## config.mk

```make
export PLATFORM = sky130hd
export DESIGN_NAME = dwac_walk
export DESIGN_NICKNAME = d
export VERILOG_FILES = /design/src/include/dwac_pkg.sv /design/src/dwac_walk.sv
export VERILOG_INCLUDE_DIRS = /design/src /design/src/include
export SDC_FILE = /design/constraint.sdc
export NUM_CORES = 1
export LEC_CHECK = 0
export BUFFER_PORTS_ARGS = -buffer_cell sky130_fd_sc_hd__buf_2
export CORE_MARGIN = 2
export CORE_UTILIZATION = 28
export CTS_CLUSTER_DIAMETER = 60
export CTS_CLUSTER_SIZE = 28
export DETAILED_ROUTE_END_ITERATION = 7
export GPL_TIMING_DRIVEN = 1
export PLACE_DENSITY = 0.46
export RECOVER_POWER = 50
export SETUP_SLACK_MARGIN = 0.4
export SLEW_MARGIN = 20
export SYNTH_ARGS = -nofsm -noshare
export SYNTH_HDL_FRONTEND = slang
export SYNTH_SLANG_ARGS = --single-unit
```

## constraint.sdc

```tcl
create_clock -name MCLK -period 2.8 [get_ports MCLK]
set_input_delay 0.42 -clock MCLK [delete_from_list [all_inputs] [get_ports MCLK]]
set_output_delay 0.42 -clock MCLK [all_outputs]
set_load 0.02 [all_outputs]
```

## src/include/dwac_defines.svh

```systemverilog
/*
 Descriptor walk access check: offsets, field positions, encodings, trap cause codes and descriptor size.
 Assumes inclusion by the design file and the test bench only.
*/
`ifndef DWAC_DEFINES_SVH
`define DWAC_DEFINES_SVH
// APB register byte offsets
`define DWAC_ROOT_OFS 12'h000
`define DWAC_CTRL_OFS 12'h004
`define DWAC_STAT_OFS 12'h008
`define DWAC_ADDR_OFS 12'h00c
// Descriptor type encodings
`define DWAC_TYPE_DIR 3'h4
`define DWAC_TYPE_IND 3'h1
`define DWAC_TYPE_PAGE 3'h2
// Directed trap value that lets the walk continue
`define DWAC_DT_PASS 2'h2
// Descriptor word 0 field positions
`define DWAC_W0_TYPE_LSB 0
`define DWAC_W0_DT_LSB 3
`define DWAC_W0_ACC_BIT 5
`define DWAC_W0_R_BIT 6
`define DWAC_W0_W_BIT 7
`define DWAC_W0_E_BIT 8
// Descriptor word 1 ring bracket positions
`define DWAC_W1_WB_LSB 0
`define DWAC_W1_XB_LSB 4
`define DWAC_W1_CB_LSB 8
// Root pointer field positions
`define DWAC_ROOT_TYPE_LSB 16
`define DWAC_ROOT_RESET 32'h0000_0000
// Trap cause codes
`define DWAC_CAUSE_NONE 3'h0
`define DWAC_CAUSE_STRUCT 3'h1
`define DWAC_CAUSE_DT 3'h2
`define DWAC_CAUSE_NOACC 3'h3
`define DWAC_CAUSE_VIOL 3'h4
// Number of words in one descriptor
`define DWAC_DESC_WORDS 3'h4
`endif

```

## src/include/dwac_pkg.sv

```systemverilog
/*
 Types shared by the descriptor walk access check.
 Assumes dwac_defines.svh is on the include path.
*/
package dwac_pkg;
  typedef enum logic [1:0] {
    DWAC_READ,
    DWAC_WRITE,
    DWAC_EXEC
  } dwac_mode_t;

  typedef struct packed {
    logic [1:0] dt;
    logic acc;
    logic perm_r;
    logic perm_w;
    logic perm_e;
    logic [2:0] typ;
    logic [3:0] wb_top;
    logic [3:0] xb_top;
    logic [3:0] cb_top;
    logic [15:0] base;
  } dwac_desc_t;

  typedef struct packed {
    logic [23:0] addr;
    logic byte_sel;
    dwac_mode_t mode;
    logic new_instr;
    logic [3:0] cur_ring;
  } dwac_req_t;
endpackage : dwac_pkg

```

## src/dwac_walk.sv

```systemverilog
/*
 Descriptor walk and access check: translates a virtual word address by walking
 descriptor tables in memory and checks the reference against ring brackets.
 Assumes a memory port on MCLK with a ready handshake, and an APB master on MCLK.
*/
// The register addresses and the APB interface to the registers were decided locally.
// Functional notes
// - Direct root, direct first descriptor: low 11 bits offset a 2048-word segment.
// - Direct root, indirect first: next four bits as page, two zero bits appended.
// - Direct root, direct page descriptor: low 7 bits offset a 128-word page.
// - Direct root, indirect second descriptor: abort and trap.
// - Indirect root: top 4 address bits index the first table.
// - Indirect root, direct first descriptor: trap.
// - Indirect root, indirect first: next five bits index; direct gives 11-bit offset.
// - Indirect root, indirect second: next 4 bits index page table; 7-bit offset.
// - Indirect root, indirect third descriptor: trap.
// - Every reference is classed read, write or execute and checked so; the code checks only mapped references while enable_r is set.
// - Requested mode is compared with effective mode; violation traps.
// - Access controls may come from any level, chosen by a per-descriptor flag.
// - Effective access compares effective ring with brackets, then permission bits.
// - Simple references use the current ring as effective ring.
// - Address constant fetches are translated and checked as data reads.
// - Effective ring resets to current ring at each instruction fetch.
// - Each descriptor raises effective ring to its write bracket top if higher; execute references keep the current ring.
// - Each descriptor is four memory words.
// - Two-bit forced trap field; only 10 continues, others trap.
// - First descriptor with access flag on governs the reference.
// - No descriptor with access flag on raises a trap.
// - Ring bracket fields hold at least values 0 to 3.
// - A 20-bit word address is mapped; byte select passes unchanged.
// - Top bus address bit marks mapped; zero passes without mediation.
// - Root pointer type field selects direct or indirect walk.
// - Write needs permit and ring within write bracket; read, execute likewise.
`timescale 1ns/10ps
`include "dwac_defines.svh"
module dwac_walk
  import dwac_pkg::*;
#(
  parameter int RING_W = 4
) (
  input wire logic MCLK,
  input wire logic SRST,
  input wire logic PSEL,
  input wire logic PENABLE,
  input wire logic PWRITE,
  input wire logic [11:0] PADDR,
  input wire logic [31:0] PWDATA,
  output logic [31:0] PRDATA,
  output logic PREADY,
  output logic PSLVERR,
  input wire logic REQ_VALID,
  input wire dwac_req_t REQ,
  output logic REQ_READY,
  output logic DONE,
  output logic [23:0] PHYS_ADDR,
  output logic PHYS_BYTE,
  output logic TRAP,
  output logic [2:0] TRAP_CAUSE,
  output logic MEM_RD,
  output logic [19:0] MEM_ADDR,
  input wire logic [15:0] MEM_RDATA,
  input wire logic MEM_READY
);
  typedef enum logic [2:0] {
    ST_IDLE,
    ST_FETCH,
    ST_EVAL,
    ST_CHECK,
    ST_DONE
  } dwac_st_t;

  dwac_st_t st_r, st_nxt;
  logic [31:0] root_r;
  logic enable_r;
  logic [23:0] va_r;
  logic byte_r;
  dwac_mode_t mode_r;
  logic [RING_W-1:0] reff_r;
  logic [1:0] lvl_r;
  logic [1:0] wcnt_r;
  logic [15:0] word_r [0:3];
  logic [19:0] tbase_r;
  logic have_acc_r;
  dwac_desc_t gov_r;
  logic [19:0] dbase_r;
  logic [10:0] off_r;
  logic [23:0] phys_r;
  logic done_r;
  logic trap_r;
  logic [2:0] cause_r;
  logic [2:0] last_cause_r;
  logic [15:0] trap_cnt_r;

  wire root_ind = (root_r[`DWAC_ROOT_TYPE_LSB +: 3] == `DWAC_TYPE_IND);
  wire [19:0] root_base = {root_r[15:0], 4'h0};
  wire [19:0] vword = va_r[19:0];

  // Descriptor assembled from the first three of four fetched words
  dwac_desc_t cur_d;
  assign cur_d.typ = word_r[0][`DWAC_W0_TYPE_LSB +: 3];
  assign cur_d.dt = word_r[0][`DWAC_W0_DT_LSB +: 2];
  assign cur_d.acc = word_r[0][`DWAC_W0_ACC_BIT];
  assign cur_d.perm_r = word_r[0][`DWAC_W0_R_BIT];
  assign cur_d.perm_w = word_r[0][`DWAC_W0_W_BIT];
  assign cur_d.perm_e = word_r[0][`DWAC_W0_E_BIT];
  assign cur_d.wb_top = word_r[1][`DWAC_W1_WB_LSB +: 4];
  assign cur_d.xb_top = word_r[1][`DWAC_W1_XB_LSB +: 4];
  assign cur_d.cb_top = word_r[1][`DWAC_W1_CB_LSB +: 4];
  assign cur_d.base = word_r[2];

  wire cur_dir = (cur_d.typ == `DWAC_TYPE_DIR) || (cur_d.typ == `DWAC_TYPE_PAGE);
  wire cur_ind = (cur_d.typ == `DWAC_TYPE_IND);
  wire dt_trap = (cur_d.dt != `DWAC_DT_PASS);
  wire [19:0] ind_base = {cur_d.base, 4'h0};
  wire [19:0] dir_base = {cur_d.base[12:0], 7'h00};

  // Table index for the next level, by root kind and level
  logic [10:0] next_idx;
  logic struct_trap;
  logic final_seg;
  logic final_page;
  always_comb begin
    next_idx = 11'h000;
    struct_trap = 1'b0;
    final_seg = 1'b0;
    final_page = 1'b0;
    if (!root_ind) begin
      if (lvl_r == 2'd0) begin
        if (cur_dir) begin
          final_seg = 1'b1;
        end else if (cur_ind) begin
          next_idx = {5'h00, vword[10:7], 2'b00};
        end else begin
          struct_trap = 1'b1;
        end
      end else begin
        if (cur_dir) begin
          final_page = 1'b1;
        end else begin
          struct_trap = 1'b1;
        end
      end
    end else begin
      if (lvl_r == 2'd0) begin
        if (cur_ind) begin
          next_idx = {6'h00, vword[15:11]};
        end else begin
          struct_trap = 1'b1;
        end
      end else if (lvl_r == 2'd1) begin
        if (cur_dir) begin
          final_seg = 1'b1;
        end else if (cur_ind) begin
          next_idx = {7'h00, vword[10:7]};
        end else begin
          struct_trap = 1'b1;
        end
      end else begin
        if (cur_dir) begin
          final_page = 1'b1;
        end else begin
          struct_trap = 1'b1;
        end
      end
    end
  end

  // First-level index: whole segment number for direct root, top 4 bits otherwise
  wire [10:0] first_idx = root_ind ? {7'h00, REQ.addr[19:16]}
                                   : {2'h0, REQ.addr[19:11]};
  wire [19:0] fetch_addr = tbase_r + {7'h00, off_r, 2'b00} + {18'h0, wcnt_r};

  // Effective ring update and governing descriptor selection
  wire [RING_W-1:0] cur_wb = RING_W'(cur_d.wb_top);
  wire [RING_W-1:0] reff_upd = (cur_wb > reff_r) ? cur_wb : reff_r;
  wire take_acc = cur_d.acc && !have_acc_r;

  // Access check against governing descriptor
  wire [RING_W-1:0] g_wb = RING_W'(gov_r.wb_top);
  wire [RING_W-1:0] g_xb = RING_W'(gov_r.xb_top);
  wire ok_w = gov_r.perm_w && (reff_r <= g_wb);
  wire ok_r = gov_r.perm_r && (reff_r <= g_xb);
  wire ok_x = gov_r.perm_e && (g_wb <= reff_r) && (reff_r <= g_xb);
  logic granted;
  always_comb begin
    case (mode_r)
      DWAC_WRITE: granted = ok_w;
      DWAC_EXEC: granted = ok_x;
      default: granted = ok_r;
    endcase
  end

  wire acc_req = REQ_VALID && (st_r == ST_IDLE);
  wire bypass = !REQ.addr[23] || !enable_r;
  wire last_word = (wcnt_r == 2'd3);

  // Descriptor word capture, one register per word
  for (genvar gi = 0; gi < 4; gi++) begin : g_word
    always_ff @(posedge MCLK) begin
      if (SRST) begin
        word_r[gi] <= 16'h0000;
      end else if ((st_r == ST_FETCH) && MEM_READY && (wcnt_r == 2'(gi))) begin
        word_r[gi] <= MEM_RDATA;
      end
    end
  end

  always_comb begin
    st_nxt = st_r;
    case (st_r)
      ST_IDLE: begin
        if (acc_req && !bypass) begin
          st_nxt = ST_FETCH;
        end else if (acc_req) begin
          st_nxt = ST_DONE;
        end
      end
      ST_FETCH: begin
        if (MEM_READY && last_word) begin
          st_nxt = ST_EVAL;
        end
      end
      ST_EVAL: begin
        if (dt_trap || struct_trap || final_seg || final_page) begin
          st_nxt = ST_CHECK;
        end else begin
          st_nxt = ST_FETCH;
        end
      end
      ST_CHECK: st_nxt = ST_DONE;
      ST_DONE: st_nxt = ST_IDLE;
      default: st_nxt = ST_IDLE;
    endcase
  end

  always_ff @(posedge MCLK) begin
    if (SRST) begin
      st_r <= ST_IDLE;
    end else begin
      st_r <= st_nxt;
    end
  end

  // Walk datapath
  always_ff @(posedge MCLK) begin
    if (SRST) begin
      va_r <= 24'h000000;
      byte_r <= 1'b0;
      mode_r <= DWAC_READ;
      reff_r <= '0;
      lvl_r <= 2'd0;
      wcnt_r <= 2'd0;
      tbase_r <= 20'h00000;
      off_r <= 11'h000;
      have_acc_r <= 1'b0;
      gov_r <= '0;
      dbase_r <= 20'h00000;
      cause_r <= `DWAC_CAUSE_NONE;
    end else begin
      case (st_r)
        ST_IDLE: begin
          if (acc_req) begin
            va_r <= REQ.addr;
            byte_r <= REQ.byte_sel;
            mode_r <= REQ.mode;
            if (REQ.new_instr || REQ.mode == DWAC_EXEC) begin
              reff_r <= RING_W'(REQ.cur_ring);
            end
            lvl_r <= 2'd0;
            wcnt_r <= 2'd0;
            tbase_r <= root_base;
            off_r <= first_idx;
            have_acc_r <= 1'b0;
            cause_r <= `DWAC_CAUSE_NONE;
          end
        end
        ST_FETCH: begin
          if (MEM_READY) begin
            wcnt_r <= wcnt_r + 2'd1;
          end
        end
        ST_EVAL: begin
          if (mode_r != DWAC_EXEC) begin
            reff_r <= reff_upd;
          end
          if (take_acc) begin
            gov_r <= cur_d;
            have_acc_r <= 1'b1;
          end
          if (dt_trap) begin
            cause_r <= `DWAC_CAUSE_DT;
          end else if (struct_trap) begin
            cause_r <= `DWAC_CAUSE_STRUCT;
          end else if (final_seg) begin
            dbase_r <= dir_base + {9'h000, vword[10:0]};
          end else if (final_page) begin
            dbase_r <= dir_base + {13'h0000, vword[6:0]};
          end else begin
            tbase_r <= ind_base;
            off_r <= next_idx;
            lvl_r <= lvl_r + 2'd1;
            wcnt_r <= 2'd0;
          end
        end
        ST_CHECK: begin
          if (cause_r == `DWAC_CAUSE_NONE) begin
            if (!have_acc_r) begin
              cause_r <= `DWAC_CAUSE_NOACC;
            end else if (!granted) begin
              cause_r <= `DWAC_CAUSE_VIOL;
            end
          end
        end
        default: ;
      endcase
    end
  end

  // Result outputs
  wire fin = (st_r == ST_DONE);
  always_ff @(posedge MCLK) begin
    if (SRST) begin
      done_r <= 1'b0;
      trap_r <= 1'b0;
      phys_r <= 24'h000000;
      last_cause_r <= `DWAC_CAUSE_NONE;
      trap_cnt_r <= 16'h0000;
    end else begin
      done_r <= fin;
      trap_r <= fin && (cause_r != `DWAC_CAUSE_NONE);
      if (fin) begin
        phys_r <= va_r[23] && enable_r ? {4'h0, dbase_r} : va_r;
        last_cause_r <= cause_r;
        if (cause_r != `DWAC_CAUSE_NONE) begin
          trap_cnt_r <= trap_cnt_r + 16'h0001;
        end
      end
    end
  end

  assign REQ_READY = (st_r == ST_IDLE);
  assign DONE = done_r;
  assign TRAP = trap_r;
  assign TRAP_CAUSE = last_cause_r;
  assign PHYS_ADDR = phys_r;
  assign PHYS_BYTE = byte_r;
  assign MEM_RD = (st_r == ST_FETCH);
  assign MEM_ADDR = fetch_addr;

  // APB slave, zero wait states
  wire apb_wr = PSEL && PENABLE && PWRITE;
  wire hit_root = (PADDR == `DWAC_ROOT_OFS);
  wire hit_ctrl = (PADDR == `DWAC_CTRL_OFS);
  wire hit_stat = (PADDR == `DWAC_STAT_OFS);
  wire hit_addr = (PADDR == `DWAC_ADDR_OFS);
  wire hit_any = hit_root || hit_ctrl || hit_stat || hit_addr;
  always_ff @(posedge MCLK) begin
    if (SRST) begin
      root_r <= `DWAC_ROOT_RESET;
      enable_r <= 1'b0;
    end else if (apb_wr && hit_root) begin
      root_r <= PWDATA;
    end else if (apb_wr && hit_ctrl) begin
      enable_r <= PWDATA[0];
    end
  end

  wire [31:0] stat_word = {trap_cnt_r, 8'h00, RING_W'(reff_r), 1'b0, last_cause_r};
  // Read word captured in the setup cycle
  logic [31:0] prdata_r;
  wire [31:0] rd_mux = hit_root ? root_r :
                       hit_ctrl ? {31'h0, enable_r} :
                       hit_stat ? stat_word :
                       hit_addr ? {8'h00, phys_r} : 32'h0;
  always_ff @(posedge MCLK) begin
    if (SRST) begin
      prdata_r <= 32'h0000_0000;
    end else if (PSEL && !PENABLE) begin
      prdata_r <= rd_mux;
    end
  end
  assign PRDATA = prdata_r;
  assign PREADY = 1'b1;
  assign PSLVERR = PSEL && PENABLE && !hit_any;
endmodule : dwac_walk

```

======== Word level (Yosys, flattened, before mapping) ========
Memory sizes are Yosys's and may differ from the RTL's.
Index checks and enable logic that the tools add are counted.
word-level totals
  flip-flop bits (word level) ............. 214
  bits in writable memories ............... 64
  bits of input ports ..................... 99
  output and inout port bits .............. 86
  word-level logic and storage cells ...... 232
  memories kept ........................... 1
cells by class
  add/subtract/negate cells ............... 7
  $lt $le $gt $ge ......................... 4
  equal/unequal tests ..................... 35
  mux-type cells .......................... 96
  bitwise logic cells ..................... 7
  reduce and logical (&&, ||, !) cells .... 57
memories
  name    depth  bits a word  rd ports  clocked after memory_dff  wr ports  RTL line         RTL
  word_r  4      16           3         0                         4         dwac_walk.sv:81  logic [15:0] word_r [0:3];
operators by type and width
  cell                                                                     count
  20-bit two-way mux                                                       7
  32-bit two-way mux                                                       3
  11-bit two-way mux                                                       7
  16-bit two-way mux                                                       4
  24-bit two-way mux                                                       2
  20-bit case mux with 2 select lines                                      1
  1-bit two-way mux                                                        32
  4-bit two-way mux                                                        7
  3-bit two-way mux                                                        9
  12-bit by 4-bit equality test with 1-bit output (second input constant)  2
  2-bit two-way mux                                                        11
  11-bit case mux with 2 select lines                                      1
  1-bit logical AND                                                        21
  20-bit by 11-bit adder with 20-bit output                                1
  20-bit by 13-bit adder with 20-bit output                                1
  20-bit by 2-bit adder with 20-bit output                                 1
  20-bit by 7-bit adder with 20-bit output                                 1
  2-bit inequality test (second input constant)                            10
  6-bit two-way mux                                                        3
  16-bit by 1-bit adder with 16-bit output (second input constant)         1
  12-bit by 3-bit equality test with 1-bit output (second input constant)  1
  4-bit <= comparator                                                      3
  12-bit zero test                                                         1
  3-bit case mux with 4 select lines                                       1
  other kinds (31)                                                         75

======== Depth between registers and ports, before layout ========
An unclocked memory read counts as a cell.
  depth in word-level cells ............... 12
  depth in mapped cells ................... 10
  gate-level depth less buffers ........... 9

======== Least setup slack after synthesis ========
OpenSTA, ideal clock, no wires.
  path type ............................... flip-flop to output port
  from .................................... register tbase_r[4]
  to ...................................... output MEM_ADDR[12]
  arrival ................................. 2.105 ns
  required time ........................... 2.380 ns
  setup slack ............................. 0.275 ns
  stages on the path, launching flop included .. 10
  buffers on the path ..................... 0
  cells stage by stage .................... dfxtp_1 > ha_1 > inv_1 > fa_1 > nor2b_1 > o21ai_0 > a21boi_0 > o211ai_1 > a21boi_0 > xor2_1
between the ends
  cells in the longest elaborated chain, start to end .. 2
RTL lines
  element                                    RTL line          RTL
  from (decl)                                dwac_walk.sv:82   logic [19:0] tbase_r;
  from (signal assigned)                     dwac_walk.sv:271  tbase_r <= root_base;
  from (signal assigned)                     dwac_walk.sv:299  tbase_r <= ind_base;
  20-bit by 13-bit adder with 20-bit output  dwac_walk.sv:171  wire [19:0] fetch_addr = tbase_r + {7'h00, off_r, 2'b00} + {18'h0, wcnt_r};
  20-bit by 2-bit adder with 20-bit output   dwac_walk.sv:171
  to (decl)                                  dwac_walk.sv:60   output logic [19:0] MEM_ADDR,
Every way passes these cells.

======== Worst setup path in the final report ========
  from .................................... register off_r[2]
  to ...................................... output MEM_ADDR[12]
between the ends
  cells in the longest elaborated chain, start to end .. 2
RTL lines
  element                                    RTL line          RTL
  from (decl)                                dwac_walk.sv:86   logic [10:0] off_r;
  from (signal assigned)                     dwac_walk.sv:272  off_r <= first_idx;
  from (signal assigned)                     dwac_walk.sv:300  off_r <= next_idx;
  20-bit by 13-bit adder with 20-bit output  dwac_walk.sv:171
  20-bit by 2-bit adder with 20-bit output   dwac_walk.sv:171
Every way passes these cells.

==> results.md <==
- Core Box Area: 38600 sq um
- Area Growth Syn to Fin: 24.2%
- Initial antenna violation count: 0
- Final Hold Fails: 0
- Syn Area/Cell: 8.61 sq um
- Post-synthesis cell count: 1272
- Vias in the first global route: 9219
- Synth Register Bits: 241
- Crit Path Class: flip-flop to output port
- P per Cell Area: 606 nW/um^2
- Worst Hold Class: primary input to flip-flop
- Clock Latency Late Sink: 0.55 ns
- Static leakage: 0.00505 uW
- Top-area cell type share of the netlist area: 38.0%
- Clock Path Buffers: 3
- Yosys warning count: 0
- Crit-path max FO: 4
- DR vias/cell: 4.95
- Place WS: 0.160 ns
- CP startpoint kind: flip-flop
- Worst setup margin: -0.188 ns
- Cts bufs inserted: 27
- Root Buffer: clkbuf_16
- List of most frequent post-synthesis cells: nand2_1, dfxtp_1, nor2_1, a21oi_1, clkbuf_1
- Final cycle utilization of the critical path: 107%
- Routed Antenna Nets: 0
- Max Slew Vio Count: 0
- Setup-failing EPs final: 10
- Post-synth top flop: dfxtp_1
- IO Pins: 185
- Post-synthesis sequential area ratio: 47.1%
- Drt wl/cell: 18.9 um
- MaxCap Viol Count: 0
- Net Count, Synth: 1403
- HPWL Detailed: 27500 um
- Min Tclk post-route: 2.99 ns
- Leading cell type by number of instances after synthesis: nand2_1
- Total Wirelength: 37300 um
- Crit end category: output port
- Non-Filler Instances: 1975
- Share of cells above drive strength 1: 16.8%
- Area contributors post-synth: dfxtp_1, edfxtp_1, nand2_1
- Number of instances in the placed design: 1915
- Gr usage total: 17.8%
- # clock sinks: 241
- CTS tree: done
- Drc violations: 0
- Hold_sp: REQ[30]
- Initial Util: 28.3%
- Setup crit start: off_r[2]
- Die ar.: 40700 sq um
- Ys async rst share: 0%
- Crit path DAT: 2.57 ns
- Min Hold Slack: 0.105 ns
- Worst EP required: 2.38 ns
- Unrepaired setup endpoints after global routing: true
- Largest net degree at the start of global routing: 91
- Global-route wire length before repair: 56600 um
- Total global routing overflow: 0
- Post-synth EDFFs: 33
- Max_slew headroom: 25.5%
- Die H: 202 um
- VDD IR max: 0.000395 V
- FMAX: 335 MHz
- PortBufs: 183
- Htree depth: 1
- Ant. Diodes: 0
- Vias after detailed routing: 9781
- DRT Pass-1 Iters: 5
- Clock Skews: 0.0183 ns
- Worst Tran Pin Value: 1.12 ns
- GPL Wtd Cong: 0.833
- Outcome: finished with violations
- Failing checks: setup timing
- Initial drt markers: 657
- Reg2reg start: st_r[0]
- Clock Pin Slew Worst Setup and Hold Paths: 0.07 ns
- Count of cell types in the netlist: 61
- Hold-fix buffers, CTS: 0
- Most area-hungry cell type in the Yosys netlist: dfxtp_1
- Chip Width: 202 um
- Area of the mapped netlist: 11000 sq um
- Final-stage net count: 1568
- TNS Setup: -1.19 ns
- Site Rows: 72
==> state kept, by name, indices dropped and copies added, names as in the netlist, 2 cells and up <==
register / count
word_r: 33
wcnt_r: 2
cause_r: 3
dbase_r: 20
trap_cnt_r: 16
g_xb: 4
mode_r: 2
root_r: 32
st_r: 3
lvl_r: 2
PHYS_ADDR: 24
reff_r: 4
g_wb: 4
va_r: 24
off_r: 9
tbase_r: 16
gov_r: 3
PRDATA: 32
TRAP_CAUSE: 3
==> metal layers <==
layer,GRT usage (%),wire [um]
met1,26.3,18500
met2,27.1,16200
met3,2.53,1860
met4,4.54,755
met5,0,0
==> path summary, 6_finish.rpt <==
| check | end | slack [ns] | depth (start not counted) |
|---|---|---|---|
| setup / recovery | MEM_ADDR[12] | -0.19 | 10 |
| hold / removal | va_r[22] | 0.11 | 3 |
| setup reg to reg | off_r[2] | 0.35 | 8 |
| hold reg to reg | va_r[19] | 0.46 | 2 |
==> placed cells by master, fill, tap and decap left out, types with 7 or more instances in the layout <==
| cell | netlist | final |
|---|---|---|
| nand3b_1 | 7 | 7 |
| mux2i_1 | 21 | 21 |
| clkbuf_16 | 0 | 27 |
| nor3_1 | 17 | 12 |
| a311oi_1 | 41 | 41 |
| xor2_1 | 25 | 22 |
| o21ai_0 | 13 | 11 |
| edfxtp_1 | 33 | 33 |
| nand2b_1 | 8 | 8 |
| buf_4 | 3 | 36 |
| xnor2_1 | 12 | 12 |
| buf_2 | 11 | 103 |
| nand2_1 | 218 | 218 |
| a21o_1 | 7 | 7 |
| nor2b_1 | 10 | 8 |
| inv_1 | 28 | 27 |
| and3_1 | 41 | 41 |
| ha_1 | 30 | 27 |
| clkbuf_1 | 73 | 78 |
| nor2_1 | 145 | 144 |
| a22oi_1 | 22 | 22 |
| nand4_1 | 12 | 12 |
| nand3_1 | 42 | 42 |
| a21oi_1 | 103 | 97 |
| a222oi_1 | 14 | 14 |
| and2_1 | 7 | 7 |
| dfxtp_1 | 208 | 202 |
| a211oi_1 | 56 | 55 |
==> critical path: stages, from the launching register on <==
cell      delay [ns]
dfxtp_2         0.36
ha_4            0.14
inv_2           0.03
fa_2            0.33
nor2b_2         0.13
o21ai_2         0.08
a21boi_2        0.17
o211ai_1        0.23
a21boi_1        0.22
xor2_1          0.16
buf_4           0.16
==> power by group <==
group	internal, uW	switching, uW
Combinational	287	492
Sequential	3620	121
Clock	1980	1740
==> kinds of logic after synthesis <==
kind of cell               synth area share (%)
xor gates and xnor gates                   2.96
buffers and inverters                      4.44
DFF                                        47.1
muxes                                      2.23
and+or+nand+nor                            21.9
adders and majority gates                  3.79
AOI/OAI and AO/OA                          17.6
other                                    0.0342
==> through the flow <==
step                total power [uW]  util, %  cell area [sq um]
CTS                             8340     35.2              13600
global placement                4580     32.5              12500
detailed placement              4580     32.5              12500
global route                    8580     35.2              13600
floorplan                       4230        -              11000
finish                          8240     35.2              13600
==> final cells by class <==
class | count | area (sq um)
fill | 4083 | 25000
multi-input combinational | 910 | 5500
sequential | 241 | 5160
timing repair buffer | 229 | 1260
clock buffer | 29 | 683
tap | 518 | 648
clock inverter | 20 | 249
inverter | 28 | 105
==> timing repair <==
| action | in CTS | in global routing |
|---|---|---|
| gates resized for setup | 26 | 25 |
| hold endpoints to repair | 0 | 0 |
| buffers inserted | 4 | 7 |
| pin swaps | 10 | 14 |
| endpoints found under the setup margin | 12 | 29 |
No activity file was read; power rests on OpenSTA's default activity.
